File: src/rfc_pkg.sv
// constants and types shared by the repeat and flag-clear execution block
package rfc_pkg;
	// instruction word layout
	localparam int INSTR_W = 16;
	localparam int COUNT_W = 8;
	localparam logic [7:0] OPC_REPEAT_MEM = 8'h4B;
	localparam logic [7:0] OPC_REPEAT_IMM = 8'hCB;
	localparam logic [15:0] OPC_CLEAR_TC = 16'hCE32;
	localparam logic [15:0] OPC_CLEAR_TXM = 16'hCE20;
	localparam logic [COUNT_W-1:0] COUNT_RESET = 8'h00;
	localparam logic [COUNT_W-1:0] COUNT_ONE = 8'h01;
	localparam logic TC_RESET = 1'b0;
	localparam logic TXM_RESET = 1'b0;
	// sequencer states
	typedef enum logic [1:0] {RFC_IDLE, RFC_ARMED, RFC_REPEAT} rfc_state_t;
endpackage

File: src/rfc_reset_sync.sv
// two-stage release synchroniser for the device reset
`timescale 1ns/100ps
`default_nettype none
module rfc_reset_sync
(
	// clock and raw reset
	input wire logic refClk,
	input wire logic rawReset_n,
	// synchronised reset
	output logic syncReset_n
);
	logic stage1_reg;
	// assert at once, release after two edges
	always_ff @(posedge refClk or negedge rawReset_n)
	begin
		if (!rawReset_n)
		begin
			stage1_reg <= 1'b0;
			syncReset_n <= 1'b0;
		end
		else
		begin
			stage1_reg <= 1'b1;
			syncReset_n <= stage1_reg;
		end
	end
endmodule
`default_nettype wire

File: src/rfc_exec.sv
// repeat counter, interrupt hold-off and status flag clears
`timescale 1ns/100ps
`default_nettype none
// Overview of operation
// - memory repeat loads low eight bits of data word into counter.
// - next repeatable instruction executes counter value plus one times.
// - interrupts held off until all repetitions of next instruction finish.
// - device reset clears the iteration counter to zero.
// - clear-test-flag instruction forces the test/control flag to zero.
// - clear-transmit-mode clears framing mode; frame sync pin becomes input.
module rfc_exec
	import rfc_pkg::*;
(
	// clock and reset
	input wire logic ref_clk,
	input wire logic reset_n,
	// instruction stream: one pulse per instruction issued by the core
	input wire logic instrValid,
	input wire logic [INSTR_W-1:0] instrWord,
	input wire logic instrRepeatable,
	// data memory operand for the memory repeat form
	input wire logic [INSTR_W-1:0] memOperand,
	// flag set paths from other instructions
	input wire logic tcSet,
	input wire logic txmSet,
	// outputs
	output logic [COUNT_W-1:0] iteration_count_reg,
	output logic reissue_reg,
	output logic intMask_reg,
	output logic test_control_flag,
	output logic transmit_framing_mode_bit,
	output logic fsxOutEn_n_reg
);
	logic rstSync_n;
	rfc_state_t state_reg;
	logic isRepMem;
	logic isRepImm;
	logic [COUNT_W-1:0] loadValue;

	rfc_reset_sync uResetSync
	(
		.refClk(ref_clk),
		.rawReset_n(reset_n),
		.syncReset_n(rstSync_n)
	);

	// opcode decode, used by several processes
	function automatic logic hiMatch(input logic [INSTR_W-1:0] w,
		input logic [7:0] opc);
		hiMatch = (w[INSTR_W-1:COUNT_W] == opc);
	endfunction

	assign isRepMem = instrValid && hiMatch(instrWord, OPC_REPEAT_MEM);
	assign isRepImm = instrValid && hiMatch(instrWord, OPC_REPEAT_IMM);
	// memory form takes the low byte; immediate form the low field
	assign loadValue = isRepMem ? memOperand[COUNT_W-1:0]
		: instrWord[COUNT_W-1:0];

	// sequencer: armed after a repeat, repeating while count above zero
	always_ff @(posedge ref_clk or negedge rstSync_n)
	begin
		if (!rstSync_n)
			state_reg <= RFC_IDLE;
		else
		begin
			case (state_reg)
				RFC_IDLE:
					if (isRepMem || isRepImm)
						state_reg <= RFC_ARMED;
				RFC_ARMED:
					if (instrValid)
					begin
						// non-repeatable follower runs once only
						if (instrRepeatable && iteration_count_reg != COUNT_RESET)
							state_reg <= RFC_REPEAT;
						else
							state_reg <= RFC_IDLE;
					end
				RFC_REPEAT:
					if (iteration_count_reg == COUNT_ONE)
						state_reg <= RFC_IDLE;
				default:
					state_reg <= RFC_IDLE;
			endcase
		end
	end

	// iteration counter; counts down once per extra execution
	always_ff @(posedge ref_clk or negedge rstSync_n)
	begin
		if (!rstSync_n)
			iteration_count_reg <= COUNT_RESET;
		else if (state_reg == RFC_IDLE && (isRepMem || isRepImm))
			iteration_count_reg <= loadValue;
		else if (state_reg == RFC_ARMED && instrValid && !instrRepeatable)
			iteration_count_reg <= COUNT_RESET;
		else if (state_reg == RFC_ARMED && instrValid)
			iteration_count_reg <= iteration_count_reg; // first run, no step
		else if (state_reg == RFC_REPEAT)
			iteration_count_reg <= iteration_count_reg - COUNT_ONE;
	end

	// reissue pulse tells the core to run the held instruction again
	always_ff @(posedge ref_clk or negedge rstSync_n)
	begin
		if (!rstSync_n)
			reissue_reg <= 1'b0;
		else
			// last pass drops the request so the total is count plus one
			reissue_reg <= (state_reg == RFC_REPEAT &&
				iteration_count_reg != COUNT_ONE) ||
				(state_reg == RFC_ARMED && instrValid && instrRepeatable &&
				iteration_count_reg != COUNT_RESET);
	end

	// interrupt hold-off: the counter is not saved on a context switch
	always_ff @(posedge ref_clk or negedge rstSync_n)
	begin
		if (!rstSync_n)
			intMask_reg <= 1'b0;
		else if (state_reg == RFC_IDLE && (isRepMem || isRepImm))
			intMask_reg <= 1'b1;
		else if (state_reg == RFC_ARMED && instrValid &&
			!(instrRepeatable && iteration_count_reg != COUNT_RESET))
			intMask_reg <= 1'b0;
		else if (state_reg == RFC_REPEAT && iteration_count_reg == COUNT_ONE)
			intMask_reg <= 1'b0;
	end

	// test/control flag; clear instruction wins over a set
	always_ff @(posedge ref_clk or negedge rstSync_n)
	begin
		if (!rstSync_n)
			test_control_flag <= TC_RESET;
		else if (instrValid && instrWord == OPC_CLEAR_TC)
			test_control_flag <= 1'b0;
		else if (tcSet)
			test_control_flag <= 1'b1;
	end

	// transmit framing mode and frame sync pin direction
	always_ff @(posedge ref_clk or negedge rstSync_n)
	begin
		if (!rstSync_n)
		begin
			transmit_framing_mode_bit <= TXM_RESET;
			fsxOutEn_n_reg <= 1'b1;
		end
		else if (instrValid && instrWord == OPC_CLEAR_TXM)
		begin
			transmit_framing_mode_bit <= 1'b0;
			fsxOutEn_n_reg <= 1'b1;
		end
		else if (txmSet)
		begin
			transmit_framing_mode_bit <= 1'b1;
			fsxOutEn_n_reg <= 1'b0;
		end
	end

	// checks
	property p_loadMem;
		@(posedge ref_clk) disable iff (!rstSync_n)
		(state_reg == RFC_IDLE && isRepMem) |=>
			iteration_count_reg == $past(memOperand[COUNT_W-1:0]);
	endproperty
	a_loadMem: assert property (p_loadMem) else $error("mem load");

	property p_loadImm;
		@(posedge ref_clk) disable iff (!rstSync_n)
		(state_reg == RFC_IDLE && isRepImm) |=>
			iteration_count_reg == $past(instrWord[COUNT_W-1:0]);
	endproperty
	a_loadImm: assert property (p_loadImm) else $error("imm load");

	property p_repTwo;
		@(posedge ref_clk) disable iff (!rstSync_n)
		(state_reg == RFC_ARMED && instrValid && instrRepeatable &&
			iteration_count_reg == COUNT_ONE) |=>
			reissue_reg ##1 !reissue_reg;
	endproperty
	a_repTwo: assert property (p_repTwo) else $error("repeat count");

	property p_repStep;
		@(posedge ref_clk) disable iff (!rstSync_n)
		(state_reg == RFC_REPEAT) |=>
			iteration_count_reg == $past(iteration_count_reg) - COUNT_ONE;
	endproperty
	a_repStep: assert property (p_repStep) else $error("count step");

	property p_maskCover;
		@(posedge ref_clk) disable iff (!rstSync_n)
		reissue_reg |-> intMask_reg;
	endproperty
	a_maskCover: assert property (p_maskCover) else $error("mask gap");

	property p_maskHeld;
		@(posedge ref_clk) disable iff (!rstSync_n)
		(state_reg != RFC_IDLE) |-> intMask_reg;
	endproperty
	a_maskHeld: assert property (p_maskHeld) else $error("int mask");

	property p_maskEnd;
		@(posedge ref_clk) disable iff (!rstSync_n)
		$fell(intMask_reg) |-> state_reg == RFC_IDLE && !reissue_reg ##0
			$past(state_reg) != RFC_IDLE;
	endproperty
	a_maskEnd: assert property (p_maskEnd) else $error("mask end");

	property p_resetClr;
		@(posedge ref_clk)
		$rose(rstSync_n) |-> iteration_count_reg == COUNT_RESET;
	endproperty
	a_resetClr: assert property (p_resetClr) else $error("reset cnt");

	property p_tcClr;
		@(posedge ref_clk) disable iff (!rstSync_n)
		(instrValid && instrWord == OPC_CLEAR_TC) |=> !test_control_flag;
	endproperty
	a_tcClr: assert property (p_tcClr) else $error("tc clear");

	property p_txmClr;
		@(posedge ref_clk) disable iff (!rstSync_n)
		(instrValid && instrWord == OPC_CLEAR_TXM) |=>
			!transmit_framing_mode_bit && fsxOutEn_n_reg;
	endproperty
	a_txmClr: assert property (p_txmClr) else $error("txm clear");
endmodule
`default_nettype wire

File: config.mk
export PLATFORM = sky130hd
export DESIGN_NAME = rfc_exec
export DESIGN_NICKNAME = d
export VERILOG_FILES = /design/src/rfc_pkg.sv /design/src/rfc_reset_sync.sv /design/src/rfc_exec.sv
export SDC_FILE = /design/constraint.sdc
export NUM_CORES = 1
export LEC_CHECK = 0
export ABC_AREA = 1
export BUFFER_PORTS_ARGS = -buffer_cell sky130_fd_sc_hd__buf_2
export CORE_MARGIN = 1
export CORE_UTILIZATION = 47
export CTS_CLUSTER_SIZE = 24
export DETAILED_ROUTE_END_ITERATION = 10
export PLACE_DENSITY_LB_ADDON = 0.05
export SLEW_MARGIN = 40
export SYNTH_ARGS = -nofsm -noshare
export SYNTH_HDL_FRONTEND = slang
export SYNTH_HIERARCHICAL = 1
export SYNTH_SLANG_ARGS = --single-unit
export TNS_END_PERCENT = 100
File: constraint.sdc
create_clock -name ref_clk -period 0.8 [get_ports ref_clk]
set_input_delay 0 -clock ref_clk [delete_from_list [all_inputs] [get_ports ref_clk]]
set_output_delay 0 -clock ref_clk [all_outputs]
set_load 0.02 [all_outputs]
; Word-level counts from Yosys, hierarchy flattened
; Index checks and enable logic that the tools add are counted.
[op_classes]
muxes = 19
reduce_logical = 25
add_sub_neg = 1
eq_ne = 12
[ops]
columns = cell, n
row1 = $mux W8, 5
row2 = $eq A16 B16 Y1 const B, 2
row3 = $logic_and A1 B1 Y1, 13
row4 = $mux W1, 9
row5 = $eq A8 B1 Y1 const B, 1
row6 = $eq A8 B7 Y1 const B, 1
row7 = $eq A8 B8 Y1 const B, 1
row8 = $mux W2, 4
row9 = $ne A8 B1 Y1 const B, 1
row10 = $reduce_bool A8 Y1, 1
row11 = $sub A8 B1 Y8 const B, 1
row12 = $ne A2 B2 Y1 const B, 3
row13 = $pmux W2 S3, 1
row14 = $reduce_bool A3 Y1, 2
row15 = $reduce_bool A2 Y1, 2
row16 = $ne A3 B2 Y1 const B, 1
row17 = $reduce_and A3 Y1, 1
row18 = $eq A2 B1 Y1 const B, 1
row19 = $eq A2 B2 Y1 const B, 1
row20 = $logic_not A1 Y1, 2
row21 = $logic_not A2 Y1, 1
row22 = $logic_or A1 B1 Y1, 2
row23 = $reduce_and A2 Y1, 1
[word_totals]
wordCells = 66
ff_bits = 17
input_bits = 38

; Longest topological paths before layout
[logic_depth]
ltp_word = 6
ltp_mapped = 10

; Cells and area by module
; The synthesis kept the hierarchy.
[modules_own_cells]
columns = module, cells_per_inst, n_inst, area_per_inst_um2
row1 = rfc_exec, 176, 1, 1133.6
row2 = rfc_reset_sync, 3, 1, 53.8

; Worst setup path before layout
; Ideal clock, no wire load.
[synth_path]
path_kind = register to register
from = register iteration_count_reg[0]
to = register iteration_count_reg[6]
setup_time_ps = 117
n_path_buf = 0
t_required_ps = 683
stages_incl_launch_ff = 10
t_arrival_ps = 1308
setup_slack_ps = -625
cell_sequence = dfrtp_1 > inv_1 > ha_1 > inv_1 > nor2_1 > nand3_1 > nand3_1 > nand2_1 > nand3_1 > nand2_1
[synth_via]
elab_chain_len = 5
[synth_rtl]
columns = element, line
row1 = from (decl), rfc_exec.sv:27  ; output logic [COUNT_W-1:0] iteration_count_reg,
row2 = from (signal assigned), rfc_exec.sv:94  ; iteration_count_reg <= loadValue;
row3 = from (signal assigned), rfc_exec.sv:98  ; iteration_count_reg <= iteration_count_reg;
row4 = from (signal assigned), rfc_exec.sv:100  ; iteration_count_reg <= iteration_count_reg - COUNT_ONE;
row5 = $sub A8 B1 Y8, rfc_exec.sv:100
row6 = $mux W8, rfc_exec.sv:99  ; else if (state_reg == RFC_REPEAT)
row7 = $mux W8, rfc_exec.sv:97  ; else if (state_reg == RFC_ARMED && instrValid)
row8 = $mux W8, rfc_exec.sv:95  ; else if (state_reg == RFC_ARMED && instrValid && !instrRepeatable)
row9 = $mux W8, rfc_exec.sv:93  ; else if (state_reg == RFC_IDLE && (isRepMem || isRepImm))
; No other way between the ends. The select of a mux whose other input is x is not followed.
; A chain may end at the register's enable or synchronous reset.

; Worst setup path in the final report
[layout_path]
from = register iteration_count_reg[5]
to = register state_reg[1]
[layout_via]
elab_chain_len = 5
word_cells_on_any_way = 8
classes_between = eq/ne (2) / mux (3) / reduce/logical (3)
[layout_rtl]
columns = element, line
row1 = $reduce_bool A8 Y1, rfc_exec.sv:74  ; if (instrRepeatable && iteration_count_reg != COUNT_RESET)
row2 = $logic_and A1 B1 Y1, rfc_exec.sv:74
row3 = $mux W2, rfc_exec.sv:74
row4 = $mux W2, rfc_exec.sv:71  ; if (instrValid)
row5 = $pmux W2 S3, rfc_exec.sv:66  ; case (state_reg)
row6 = to (signal assigned), rfc_exec.sv:69  ; state_reg <= RFC_ARMED;
row7 = to (signal assigned), rfc_exec.sv:75  ; state_reg <= RFC_REPEAT;
row8 = to (signal assigned), rfc_exec.sv:77  ; state_reg <= RFC_IDLE;
row9 = to (decl), rfc_exec.sv:35  ; rfc_state_t state_reg;
; Parallel ways exist; a longest one is shown, timed or not. The select of a mux whose other input is x is not followed.

==> impl_metrics.ini <==
[hold_path]
hp-class = in2reg

[routing]
wire_per_inst_um = 18.7
viasPerCell = 5.97
dr.first_iter.drc_count = 125
drc = 0
vias = 1822
final_antenna_net_count = 0
drt-pass1-iter-count = 5
wl_um = 5700

[synthesis]
ys_seq_area_share_pct = 35.9
avgSynthCellArea_um2 = 6.63
yosys_warnings = 6
syn-instance-count = 179
yosysTopAreaCellShare_pct = 33.7
syn_area_um2 = 1190
yosysMostFrequentCell = nand2_1
ys.flop_type = dfrtp_1
ys_top_cells_by_count = 57 x nand2_1, 29 x nand3_1, 22 x inv_1, 19 x nor2_1, 16 x dfrtp_1
syn-num-nets = 220
yosysUniqueCellTypes = 23
synth_edf_count = 0
async_flop_share_pct = 100
synth_seq_cells = 17
yosys.area.top_type = dfrtp_1
synth_area_leaders = dfrtp_1 34%, nand2_1 18%, nand3_1 12%

[setup_path]
slowest_stage = dfrtp_2
worstSetupStartpointType = flop
cp_cell_sequence = inv_2, nand2_2, nor3_4, nand2_2, nor2_2, buf_4, o22ai_1
worstPathMaxFanout = 4
cp-end-kind = flop
crit_path_frequent_cell = nand2_2
cp_data_required_time_ns = 1.01
crit_type = reg2reg
cp_slowest_stage_delay_ns = 0.46
worstPathArrival_ns = 1.59

[timing]
finalCritPeriodShare_pct = 173
slew_violations = 0
final_hold_viol_count = 0
skew_ns = 0.00360
post-route-min-period_ns = 1.38
fmax_mhz = 723
whs_ns = 0.0158
finalSetupViolCount = 28
grt_setup_unrepaired = yes
worst_slack_ns = -0.582
tns_ns = -8.38

[flow_run]
max-cap-violations = 0

[layout]
seq_area_um2 = 437
fillers = 74
multi_input_area_um2 = 788
fin_area_um2 = 2150
num_antenna_cells = 0
nets = 319
final_layout_size_suffix_gt1_share_pct = 50.9
areaGrowthSynthToFinish_pct = 80.8
largest_reg_flops = 8

[global_routing]
grt_max_degree = 16
track_usage_pct = 36.2
globalRoute.totalOverflow = 0
antenna_found_initial = 0
grt_pass1_vias = 1668
grt_pass1_wl_um = 7200

[placed_design]
placed_area_um2 = 1710
io_buffers = 42
place.gp.congestion = 0.882
place_hpwl_um = 2860
pre_cts_ws_ns = -0.555

[clock_network]
cts_tree = yes
clockBufferDepth = 2
hold_buffers = 5
cts_max_level = 1
clock-sinks = 17
clkLatencyLatePin_ns = 0.32
clk_pin_slew_ns = 0.13
numCtsBuffers = 3
root_buffer = clkbuf_4

[floorplanning]
row_count = 17
io_pins = 51
core_area_um2 = 2300
dieArea_um2 = 2730
die_w_um = 52.3
die_h_um = 52.3
start_util_pct = 51.7

[status]
outcome = finished with violations
violations = setup timing

[power]
vdd_drop_max_mv = 2.45
power.density_nw_per_um2 = 3080
leakagePower_nw = 1.13
## power by group
group,leakage [nW],switching [W],internal (W)
clock,0.0177,0.000356,0.000187
sequential,0.196,0.000286,0.00113
combinational,0.914,0.00240,0.00225
total,1.13,0.00304,0.00357
## critical path, delay by kind of cell (launching register included)
kind                   cells  cell delay [ns]
AND/OR/NAND/NOR            4             0.52
flip-flops                 1             0.46
AO/OA/AOI/OAI              1             0.08
buffers and inverters      2             0.22
## routing by layer
metal	GRT usage [%]	routed length (um)	vias up
li1	-	-	773
met1	38.3	2010	855
met2	67.9	2820	150
met3	8.41	556	44
met4	14.9	311	0
met5	0	0	-
## metrics by stage
| step | cells | total power, W | util, % |
|---|---|---|---|
| 3_5_place_dp | 278 | 0.00442 | 74.2 |
| 2_1_floorplan | 179 | 0.00312 | - |
| 4_1_cts | 299 | 0.00571 | 88.1 |
| 5_1_grt | 305 | 0.00695 | 93.5 |
| 3_3_place_gp | 278 | 0.00434 | 74.2 |
| 6_report | 305 | 0.00661 | 93.5 |
## timing repair
item,4_1_cts,5_1_grt
gates resized for setup,46,23
endpoints found under the setup margin,25,27
hold endpoints to repair,6,1
buffers inserted,12,7
pin swaps,9,16
gates cloned,1,0
## layout make-up
class | instances | area share [%]
Clock buffer | 3 | 1.05
Timing Repair Buffer | 95 | 35.1
Inverter | 24 | 4.90
Multi-Input combinational cell | 137 | 36.7
Tap cell | 28 | 1.63
Clock inverter | 1 | 0.233
Sequential cell | 17 | 20.3
## layout by cell type (no fill, tap or decap), types with 2 or more instances in the layout
cell type / count
o21ai_1: 4
inv_2: 4
dfrtp_1: 8
nor2_4: 4
inv_4: 6
dfrtp_2: 8
clkbuf_4: 3
nand2_2: 5
nand3_1: 26
nor2_2: 5
o21ai_2: 3
nand3_4: 3
inv_1: 14
dlygate4sd3_1: 5
o21ai_0: 2
o22ai_1: 2
buf_2: 29
buf_6: 27
nand4_1: 4
buf_4: 34
ha_1: 2
nor2_1: 12
nand3_2: 4
nand2_1: 53
a21oi_1: 2
## final timing paths
kind,start,endpoint,slack (ns),cells after the start
max,iteration_count_reg[5],state_reg[1],-0.58,7
min,instrWord[8],test_control_flag,0.02,3
max reg2reg,iteration_count_reg[5],state_reg[1],-0.58,7
min reg2reg,uResetSync/syncReset_n,test_control_flag,0.21,1
max in group asynchronous,reset_n,uResetSync/stage1_reg,0.13,3
min in group asynchronous,uResetSync/syncReset_n,test_control_flag,0.21,1
## cells by family (layout without fill, tap and decap cells)
kind of cell | count (synthesis) | in the layout | share of synthesized area (%)
AND/OR/NAND/NOR | 118 | 119 | 45.1
other | 1 | 1 | 0.316
adder cells (fa/ha/maj) | 3 | 3 | 3.16
flip-flops | 17 | 17 | 35.9
AO/OA/AOI/OAI | 14 | 14 | 6.32
buffers and inverters | 26 | 123 | 9.17
(Power assumes the default switching activity.)
